### config.mk
export PLATFORM = sky130hd
export DESIGN_NAME = bsi_top
export DESIGN_NICKNAME = d
export VERILOG_FILES = /design/src/bsi_pkg.sv /design/src/bsi_flags.sv /design/src/bsi_tally.sv /design/src/bsi_top.sv
export SDC_FILE = /design/constraint.sdc
export NUM_CORES = 1
export LEC_CHECK = 0
export BUFFER_PORTS_ARGS = -buffer_cell sky130_fd_sc_hd__buf_2
export CORE_MARGIN = 3
export CORE_UTILIZATION = 40
export CTS_CLUSTER_DIAMETER = 80
export CTS_CLUSTER_SIZE = 14
export DETAILED_ROUTE_END_ITERATION = 16
export PLACE_DENSITY = 0.66
export SLEW_MARGIN = 20
export SYNTH_ARGS = -nofsm -noshare
export SYNTH_HDL_FRONTEND = slang
export SYNTH_HIERARCHICAL = 1
export SYNTH_SLANG_ARGS = --single-unit
export TNS_END_PERCENT = 50
### constraint.sdc
create_clock -name pclk -period 2.04 [get_ports pclk]
set_input_delay 0 -clock pclk [delete_from_list [all_inputs] [get_ports pclk]]
set_output_delay 0 -clock pclk [all_outputs]
set_load 0.01 [all_outputs]
### src/bsi_pkg.sv
// Package: register map, field positions, reset values and shared types
package bsi_pkg;

  // ************************************************************
  // Register indices and byte addresses
  // ************************************************************
  localparam logic [11:0] IDX_STATUS_LATCHED = 12'h06E;
  localparam logic [11:0] IDX_IRQ_ENABLE = 12'h070;
  localparam logic [11:0] IDX_COUNT_LOW = 12'h074;
  localparam logic [11:0] IDX_COUNT_HIGH = 12'h076;
  localparam logic [11:0] IDX_LIVE_STATUS = 12'h0F0;
  localparam logic [11:0] IDX_CONTROL = 12'h0F2;

  localparam logic [15:0] ADDR_STATUS_LATCHED = {2'b00, IDX_STATUS_LATCHED, 2'b00};
  localparam logic [15:0] ADDR_IRQ_ENABLE = {2'b00, IDX_IRQ_ENABLE, 2'b00};
  localparam logic [15:0] ADDR_COUNT_LOW = {2'b00, IDX_COUNT_LOW, 2'b00};
  localparam logic [15:0] ADDR_COUNT_HIGH = {2'b00, IDX_COUNT_HIGH, 2'b00};
  localparam logic [15:0] ADDR_LIVE_STATUS = {2'b00, IDX_LIVE_STATUS, 2'b00};
  localparam logic [15:0] ADDR_CONTROL = {2'b00, IDX_CONTROL, 2'b00};

  // ************************************************************
  // Field positions
  // ************************************************************
  localparam int unsigned BIT_UPDATE_DONE = 3;
  localparam int unsigned BIT_ERROR_SEEN = 2;
  localparam int unsigned BIT_COUNT_NONZERO = 1;
  localparam int unsigned BIT_SYNC = 0;
  localparam int unsigned CTL_UPDATE_REQ = 0;
  localparam int unsigned CTL_GLOBAL_IRQ_EN = 1;
  localparam int unsigned COUNT_LOW_W = 16;
  localparam int unsigned TALLY_W_DEF = 24;

  // ************************************************************
  // Reset values
  // ************************************************************
  localparam logic [3:0] RST_IRQ_EN = 4'h0;
  localparam logic [3:0] RST_FLAGS = 4'h0;
  localparam logic [31:0] RST_TALLY = 32'h0000_0000;
  localparam logic [31:0] RST_PRDATA = 32'h0000_0000;

  // ************************************************************
  // Shared types
  // ************************************************************
  typedef struct packed {
    logic update_done;
    logic error_seen;
    logic count_nonzero;
    logic sync_change;
  } bsi_events_t;

endpackage

### src/bsi_flags.sv
// Sticky write-one-to-clear event flags
`timescale 1ns/100ps
`default_nettype none
module bsi_flags
  import bsi_pkg::*;
#(
  parameter int unsigned N = 4
) (
  input wire logic pclk,
  input wire logic presetn,
  input wire logic [N-1:0] set,
  input wire logic [N-1:0] clr,
  output logic [N-1:0] flags
);

  typedef struct packed {
    logic [N-1:0] flag;
  } bsi_flags_state_t;

  bsi_flags_state_t s_reg;
  bsi_flags_state_t s_next;
  logic [N-1:0] flag_next;

  generate
    if (N < 1 || N > 4) begin : g_bad_n
      $error("bsi_flags: N out of range");
    end
  endgenerate

  // ************************************************************
  // Per-flag update
  // ************************************************************
  genvar i;
  generate
    for (i = 0; i < N; i++) begin : g_flag
      assign flag_next[i] = set[i] | (s_reg.flag[i] & ~clr[i]);
    end
  endgenerate

  always_comb begin
    s_next = s_reg;
    s_next.flag = flag_next;
  end

  always_ff @(posedge pclk or negedge presetn) begin
    if (!presetn) begin
      s_reg.flag <= RST_FLAGS[N-1:0];
    end else begin
      s_reg <= s_next;
    end
  end

  assign flags = s_reg.flag;

endmodule
`default_nettype wire

### src/bsi_tally.sv
// Saturating error accumulator with snapshot on counter update
`timescale 1ns/100ps
`default_nettype none
module bsi_tally
  import bsi_pkg::*;
#(
  parameter int unsigned WIDTH = TALLY_W_DEF
) (
  input wire logic pclk,
  input wire logic presetn,
  input wire logic count_en,
  input wire logic update,
  output logic [WIDTH-1:0] error_tally,
  output logic count_nonzero
);

  typedef struct packed {
    logic [WIDTH-1:0] acc;
    logic [WIDTH-1:0] snap;
    logic nonzero;
  } bsi_tally_state_t;

  localparam logic [WIDTH-1:0] TALLY_MAX = {WIDTH{1'b1}};
  localparam logic [WIDTH-1:0] TALLY_ONE = {{(WIDTH-1){1'b0}}, 1'b1};

  bsi_tally_state_t s_reg;
  bsi_tally_state_t s_next;

  generate
    if (WIDTH <= COUNT_LOW_W || WIDTH > 32) begin : g_bad_w
      $error("bsi_tally: WIDTH must be 17 to 32");
    end
  endgenerate

  always_comb begin
    s_next = s_reg;
    if (update) begin
      s_next.snap = s_reg.acc;
      s_next.acc = count_en ? TALLY_ONE : '0;
    end else if (count_en && s_reg.acc != TALLY_MAX) begin
      s_next.acc = s_reg.acc + TALLY_ONE;
    end
    s_next.nonzero = (s_next.acc != '0);
  end

  always_ff @(posedge pclk or negedge presetn) begin
    if (!presetn) begin
      s_reg.acc <= RST_TALLY[WIDTH-1:0];
      s_reg.snap <= RST_TALLY[WIDTH-1:0];
      s_reg.nonzero <= 1'b0;
    end else begin
      s_reg <= s_next;
    end
  end

  assign error_tally = s_reg.snap;
  assign count_nonzero = s_reg.nonzero;

endmodule
`default_nettype wire

### src/bsi_top.sv
// Bit error tester status latches, interrupt enables and error count registers
//
// The implementer's own choice: the APB interface to the registers.
`timescale 1ns/100ps
`default_nettype none
module bsi_top
  import bsi_pkg::*;
#(
  parameter int unsigned TALLY_W = TALLY_W_DEF
) (
  input wire logic pclk,
  input wire logic presetn,
  input wire logic psel,
  input wire logic penable,
  input wire logic pwrite,
  input wire logic [15:0] paddr,
  input wire logic [31:0] pwdata,
  output logic [31:0] prdata,
  output logic pready,
  output logic pslverr,
  input wire logic bit_error,
  input wire logic pattern_unlocked,
  output logic irq,
  output logic update_done_live,
  output logic count_nonzero_live,
  output logic sync_lost_live
);

  // ************************************************************
  // State
  // ************************************************************
  typedef struct packed {
    logic [31:0] prdata;
    logic pready;
    logic pslverr;
    logic irq;
    logic [3:0] irq_en;
    logic update_req;
    logic global_en;
    logic update_req_prev;
    logic update_done_live;
    logic update_done_prev;
    logic nonzero_prev;
    logic sync_lost_live;
    logic sync_prev;
  } bsi_top_state_t;

  bsi_top_state_t s_reg;
  bsi_top_state_t s_next;

  bsi_events_t events;
  logic [3:0] flags;
  logic [3:0] flag_clr;
  logic [3:0] irq_gate;
  logic [TALLY_W-1:0] error_tally;
  logic tally_nonzero;
  logic update_pulse;
  logic count_en;
  logic acc_phase;
  logic wr_take;
  logic addr_hit;
  logic [31:0] rd_value;

  generate
    if (TALLY_W <= COUNT_LOW_W || TALLY_W > 32) begin : g_bad_w
      $error("bsi_top: TALLY_W must be 17 to 32");
    end
  endgenerate

  // ************************************************************
  // APB decode
  // ************************************************************
  assign acc_phase = psel & penable & ~s_reg.pready;
  assign wr_take = psel & penable & s_reg.pready & pwrite & ~s_reg.pslverr;

  always_comb begin
    rd_value = 32'h0000_0000;
    addr_hit = 1'b1;
    case (paddr)
      ADDR_STATUS_LATCHED: begin
        rd_value[3:0] = flags;
      end
      ADDR_IRQ_ENABLE: begin
        rd_value[3:0] = s_reg.irq_en;
      end
      ADDR_COUNT_LOW: begin
        rd_value[COUNT_LOW_W-1:0] = error_tally[COUNT_LOW_W-1:0];
      end
      ADDR_COUNT_HIGH: begin
        rd_value[TALLY_W-COUNT_LOW_W-1:0] = error_tally[TALLY_W-1:COUNT_LOW_W];
      end
      ADDR_LIVE_STATUS: begin
        rd_value[BIT_UPDATE_DONE] = s_reg.update_done_live;
        rd_value[BIT_COUNT_NONZERO] = tally_nonzero;
        rd_value[BIT_SYNC] = s_reg.sync_lost_live;
      end
      ADDR_CONTROL: begin
        rd_value[CTL_UPDATE_REQ] = s_reg.update_req;
        rd_value[CTL_GLOBAL_IRQ_EN] = s_reg.global_en;
      end
      default: begin
        addr_hit = 1'b0;
      end
    endcase
  end

  assign flag_clr = (wr_take && paddr == ADDR_STATUS_LATCHED) ? pwdata[3:0] : 4'h0;

  // ************************************************************
  // Events
  // ************************************************************
  assign update_pulse = s_reg.update_req & ~s_reg.update_req_prev;
  assign count_en = bit_error & ~pattern_unlocked;

  always_comb begin
    events.update_done = s_reg.update_done_live & ~s_reg.update_done_prev;
    events.error_seen = bit_error;
    events.count_nonzero = tally_nonzero & ~s_reg.nonzero_prev;
    events.sync_change = s_reg.sync_lost_live ^ s_reg.sync_prev;
  end

  // ************************************************************
  // Interrupt gating
  // ************************************************************
  always_comb begin
    irq_gate[BIT_UPDATE_DONE] = s_reg.irq_en[BIT_UPDATE_DONE];
    irq_gate[BIT_ERROR_SEEN] = s_reg.irq_en[BIT_ERROR_SEEN] & s_reg.global_en;
    irq_gate[BIT_COUNT_NONZERO] = s_reg.irq_en[BIT_COUNT_NONZERO] & s_reg.global_en;
    irq_gate[BIT_SYNC] = s_reg.irq_en[BIT_SYNC] & s_reg.global_en;
  end

  // ************************************************************
  // Next state
  // ************************************************************
  always_comb begin
    s_next = s_reg;
    s_next.pready = acc_phase;
    s_next.pslverr = acc_phase & ~addr_hit;
    s_next.prdata = (acc_phase && !pwrite && addr_hit) ? rd_value : RST_PRDATA;
    if (wr_take && paddr == ADDR_IRQ_ENABLE) begin
      s_next.irq_en = pwdata[3:0];
    end
    if (wr_take && paddr == ADDR_CONTROL) begin
      s_next.update_req = pwdata[CTL_UPDATE_REQ];
      s_next.global_en = pwdata[CTL_GLOBAL_IRQ_EN];
    end
    s_next.update_req_prev = s_reg.update_req;
    s_next.update_done_live = s_reg.update_req & (s_reg.update_done_live | update_pulse);
    s_next.update_done_prev = s_reg.update_done_live;
    s_next.nonzero_prev = tally_nonzero;
    s_next.sync_lost_live = pattern_unlocked;
    s_next.sync_prev = s_reg.sync_lost_live;
    s_next.irq = |(flags & irq_gate);
  end

  always_ff @(posedge pclk or negedge presetn) begin
    if (!presetn) begin
      s_reg.prdata <= RST_PRDATA;
      s_reg.pready <= 1'b0;
      s_reg.pslverr <= 1'b0;
      s_reg.irq <= 1'b0;
      s_reg.irq_en <= RST_IRQ_EN;
      s_reg.update_req <= 1'b0;
      s_reg.global_en <= 1'b0;
      s_reg.update_req_prev <= 1'b0;
      s_reg.update_done_live <= 1'b0;
      s_reg.update_done_prev <= 1'b0;
      s_reg.nonzero_prev <= 1'b0;
      s_reg.sync_lost_live <= 1'b0;
      s_reg.sync_prev <= 1'b0;
    end else begin
      s_reg <= s_next;
    end
  end

  // ************************************************************
  // Submodules
  // ************************************************************
  bsi_flags #(
    .N(4)
  ) u_flags (
    .pclk(pclk),
    .presetn(presetn),
    .set(events),
    .clr(flag_clr),
    .flags(flags)
  );

  bsi_tally #(
    .WIDTH(TALLY_W)
  ) u_tally (
    .pclk(pclk),
    .presetn(presetn),
    .count_en(count_en),
    .update(update_pulse),
    .error_tally(error_tally),
    .count_nonzero(tally_nonzero)
  );

  assign prdata = s_reg.prdata;
  assign pready = s_reg.pready;
  assign pslverr = s_reg.pslverr;
  assign irq = s_reg.irq;
  assign update_done_live = s_reg.update_done_live;
  assign count_nonzero_live = tally_nonzero;
  assign sync_lost_live = s_reg.sync_lost_live;

endmodule
`default_nettype wire

Word-level counts from Yosys, hierarchy flattened
Index checks and enable logic that the tools add are counted.

word-level totals
  output and inout bits = 38
  input bits = 55
  word-level logic and storage cells = 82
  flip-flop bits (word level) = 84

operators by class
  reductions and logical operators = 10
  bitwise operators = 36
  multiplexer cells = 11
  add/sub/neg operators = 1
  eq/ne operators = 7

operator list
  cell                     count
  $eq A16 B9 Y1 const B    4
  $mux W24                 2
  $eq A16 B10 Y1 const B   2
  $add A24 B1 Y24 const B  1
  $ne A24 B24 Y1 const B   1
  $reduce_bool A24 Y1      1
  $and A1 B1 Y1            18
  $mux W16                 1
  $pmux W2 S6              1
  $not A1 Y1               11
  $mux W8                  1
  $pmux W4 S2              1
  $logic_and A1 B1 Y1      6
  $reduce_or A6 Y1         1
  $or A1 B1 Y1             5
  $pmux W1 S5              1
  $and A4 B4 Y4            1
  $mux W4                  1
  $pmux W1 S4              1
  $reduce_or A4 Y1         1
  $mux W1                  2
  $logic_not A1 Y1         1
  $xor A1 B1 Y1            1

Depth between registers and ports, before layout
  depth in word-level cells = 9
  mapped depth = 11
  depth with buffers taken out = 8

Hierarchy
Netlist, hierarchy kept.

by module, submodules not included
  module     area an instance (µm²)  cells an instance  times used
  bsi_tally  2733.9                  259                1
  bsi_top    1778.0                  169                1
  bsi_flags  145.1                   12                 1

Worst setup path after synthesis
No wires, ideal clock.

  path type = flip-flop to flip-flop
  from = reg u_tally/s_reg[25] (netlist name)
  to = reg u_tally.s_reg (netlist bit u_tally/count_nonzero)
  data arrival time = 2.126 ns
  period minus slack after synthesis = 2.261 ns
  required time = 1.904 ns
  stages on the path, launching flop included = 11
  setup time = 0.136 ns
  setup slack = -0.221 ns
  path through = dfrtp_1 ha_1 and3_4 buf_6 and4_4 buf_6 a2111oi_2 xnor2_1 a31oi_1 nor4_1 nand3_1

RTL lines
  item                      line             RTL
  start: declaration        bsi_tally.sv:26  bsi_tally_state_t s_reg;
  start signal: assignment  bsi_tally.sv:52  s_reg <= s_next;

==> results.md <==
* Slew HR at about two thirds
* Failing checks: setup timing
* Final critical-path share of the clock period at 104%
* Worst setup margin at -0.0842 ns
* Global route total overflow at 0
* Status: finished with violations
* Mapped Cells at 440
* Worst Skew at 0.00608 ns
* Worst-path clk slew at about 0.060 ns
* Setup TNS at -0.0842 ns
* Vias in the first global route at around 3500
* Post-Synth XOR/XNOR Area at under 10%
* Setup repair after global routing missed its margin: yes
* Slowest CP cell: dfrtp_1
* Max Clock Freq at about 470 MHz
* Post-DP HPWL at 7.66 mm
* Peak per-stage delay on the critical path at 0.35 ns
* DR vias/cell at 5.25
* Crit-path max FO at 4
* Leak at 0.00274 uW
* DRC violations left at 0
* CP required at ~2.3 ns
* Std cell rows at 38
* Distinct cells, synth at 64
* Max H-tree Level at 3
* Worst vdd ir at about 0.0005 V
* Register bit total from synthesis at 84
* Root Buffer: clkbuf_16
* EDFF count, synth at 0
* Clock Tree Buf Depth at 2
* Commonest non-fill, non-tap cells in the layout: 83 x dfrtp_1, 73 x buf_4, 47 x buf_2
* Post-synthesis mux area share at under 10%
* Post-synth ARST share at between 90% and 100%
* Share of cells above drive strength 1 at a little under two fifths
* CTS tree: built
* Drt initial violations at approximately 190
* Drt pass-1 iters at 5
* Crit end category: flip-flop
* Antenna fix cells at 0
* DRT antenna net count at 0
* Synth Cell Area at 4660 um^2
* Pwr dens at 724 nW/um^2
* Startpoint types: flip-flop
* Critical-path cell list: ha_2 -> and3_4 -> buf_6 -> buf_4 -> nand2_1 -> a21oi_1 -> mux2i_2 -> o2111ai_1 -> nor4_2 -> nand3_1
* Synthesis-to-layout area growth at 21.7%
* Fraction of the mapped netlist area in adder cells at less than 1%
* Largest family of logic cells by synthesized area: simple AND/OR/NAND/NOR gates
* Final GP Congestion at ~0.92
* Prevailing post-synth register cell: dfrtp_1
* Final setup vio count at 1
* Min-Delay Path Class: input port to flip-flop
* I/O pin cnt at between 90 and 100
* Sequential area share after synthesis at a little under half
* Nets at 576
* Post-synthesis compound-gate area fraction at 10.2%
* Simple-Gate Fraction of Synth Area at between 10% and 20%
* Tot GR Track Use at 17.0%
* Commonest non-fill, non-tap cell in the layout: dfrtp_1
* Synth warnings at 6
* Initial Util at 41.9%
* IO buf count at 48
* Total CTS buffers at 9
* Chip width at between 100 and 150 um
* Period minus WS final at around 2.1 ns
* Syn Area/Cell at between 10 and 15 um^2
* Initial antenna violation count at 0
* Power Total at approximately 4100 uW
* Worst slew pin tran at between 0.5 and 0.6 ns
* Via count at ~3500
* Clk sinks at 84
* Max Cap Viol at 0
* First-pass GRT wire length at 17.3 mm
* Worst path arrival time at between 2 and 2.5 ns
* Clock latency on the worst-skew pair at approximately 0.34 ns
* Post-Route WL at around 11 mm
* Setup WS pre-CTS at -0.0949 ns
* CP Class: flip-flop to flip-flop
* Die ar. at roughly 13000 um^2
* Final Slew Violations at 0
* WL per Instance at around 16 um
* Final core occ at between 50% and 60%
* Floorplan core area at between 10000 and 15000 um^2
* Die height at between 100 and 150 um
* Largest net degree at the start of global routing at 46
* Final Hold Viols at 0
[where the power goes]
group	total [uW]	leakage, uW	switching (uW)	internal, uW
Clock	1720	0.000151	647	1070
Sequential	1760	0.00111	38.5	1720
Combinational	618	0.00148	324	294
Total	4100	0.00274	1010	3090
[metrics by stage]
stage / hold slack [ns] / std cells / area (um^2)
global route: 0.0536 / 665 / 5670
detailed placement: 0.0113 / 626 / 5070
global placement: 0.00981 / 626 / 5070
CTS: 0.0493 / 659 / 5560
finish: 0.0526 / 665 / 5670
floorplan: -0.296 / 455 / 4720
[routing by layer]
| layer | global-route usage, % | routed length (um) | vias up |
|---|---|---|---|
| met5 | 0 | 0 | - |
| met4 | 6.18 | 164 | 0 |
| met3 | 2.71 | 481 | 14 |
| met2 | 28.8 | 5330 | 101 |
| met1 | 21.9 | 4660 | 1729 |
| li1 | - | - | 1647 |
[worst paths after layout]
kind,endpoint,depth (start not counted),start,slack (ns)
max in group asynchronous,u_tally/s_reg[35]$_DFF_PN0_,3,presetn,1.25
worst min-delay path,prdata[3]$_DFF_PN0_,3,paddr[7],0.05
worst min register to register,s_reg[3]$_DFF_PN0_,0,update_done_live$_DFF_PN0_,0.44
min in group asynchronous,u_tally/s_reg[26]$_DFF_PN0_,2,presetn,0.17
worst max-delay path,u_tally/count_nonzero$_DFF_PN0_,10,u_tally/s_reg[26]$_DFF_PN0_,-0.08
worst max register to register,u_tally/count_nonzero$_DFF_PN0_,10,u_tally/s_reg[26]$_DFF_PN0_,-0.08
[synth_stat cells, drive strengths merged, types with 3 or more instances]
library cell / count / area, um^2
clkbuf: 9 / 33.8
a21o: 4 / 30.0
a21oi: 23 / 123
mux2i: 9 / 90.1
buf: 71 / 528
xor2: 4 / 35.0
and3: 19 / 124
a211oi: 3 / 35.0
inv: 11 / 41.3
o211ai: 3 / 22.5
or3: 3 / 18.8
and2: 6 / 37.5
dfrtp: 84 / 2100
nor4: 4 / 43.8
o21ai: 6 / 30.0
a2bb2oi: 3 / 26.3
nand4: 17 / 119
nor3: 10 / 66.3
xnor2: 13 / 129
a2111oi: 3 / 45.0
nor2: 35 / 131
nand2b: 4 / 25.0
a21boi: 5 / 37.5
and4: 6 / 55.1
nor2b: 7 / 43.8
mux2: 32 / 360
nand3: 12 / 60.1
nand2: 10 / 37.5
[critical path: cells and delay by family, from the launching register on]
kind                     cells  cell delay [ns]
buffers and inverters        2             0.22
multiplexers                 1             0.30
flip-flops                   1             0.35
adder cells (fa/ha/maj)      1             0.18
AND/OR/NAND/NOR              4             0.56
AO/OA/AOI/OAI                2             0.39
[kinds of logic after synthesis]
kind of cell               count (synthesis)
and+or+nand+nor                          141
buffers and inverters                     91
DFF                                       84
AOI/OAI and AO/OA                         64
muxes                                     41
xor gates and xnor gates                  17
adders and majority gates                  1
other                                      1
[area by class of cell]
class | count | area [um^2]
fillers | 982 | 5460
multi-input cells | 281 | 2110
flip-flops and latches | 84 | 2100
repair buffers | 133 | 926
clock buffers | 12 | 236
well taps | 140 | 175
clock inverters | 4 | 73.8
inverters | 11 | 41.3
[what timing repair did]
| action | in CTS | in global routing |
|---|---|---|
| gates cloned | 1 | 0 |
| endpoints found under the hold margin | 49 | 0 |
| setup endpoints to repair | 1 | 1 |
| setup buffers | 6 | 6 |
| pin swaps | 5 | 8 |
| hold buffers | 10 | 0 |
| resized for setup | 8 | 12 |
(Power assumes the default switching activity.)
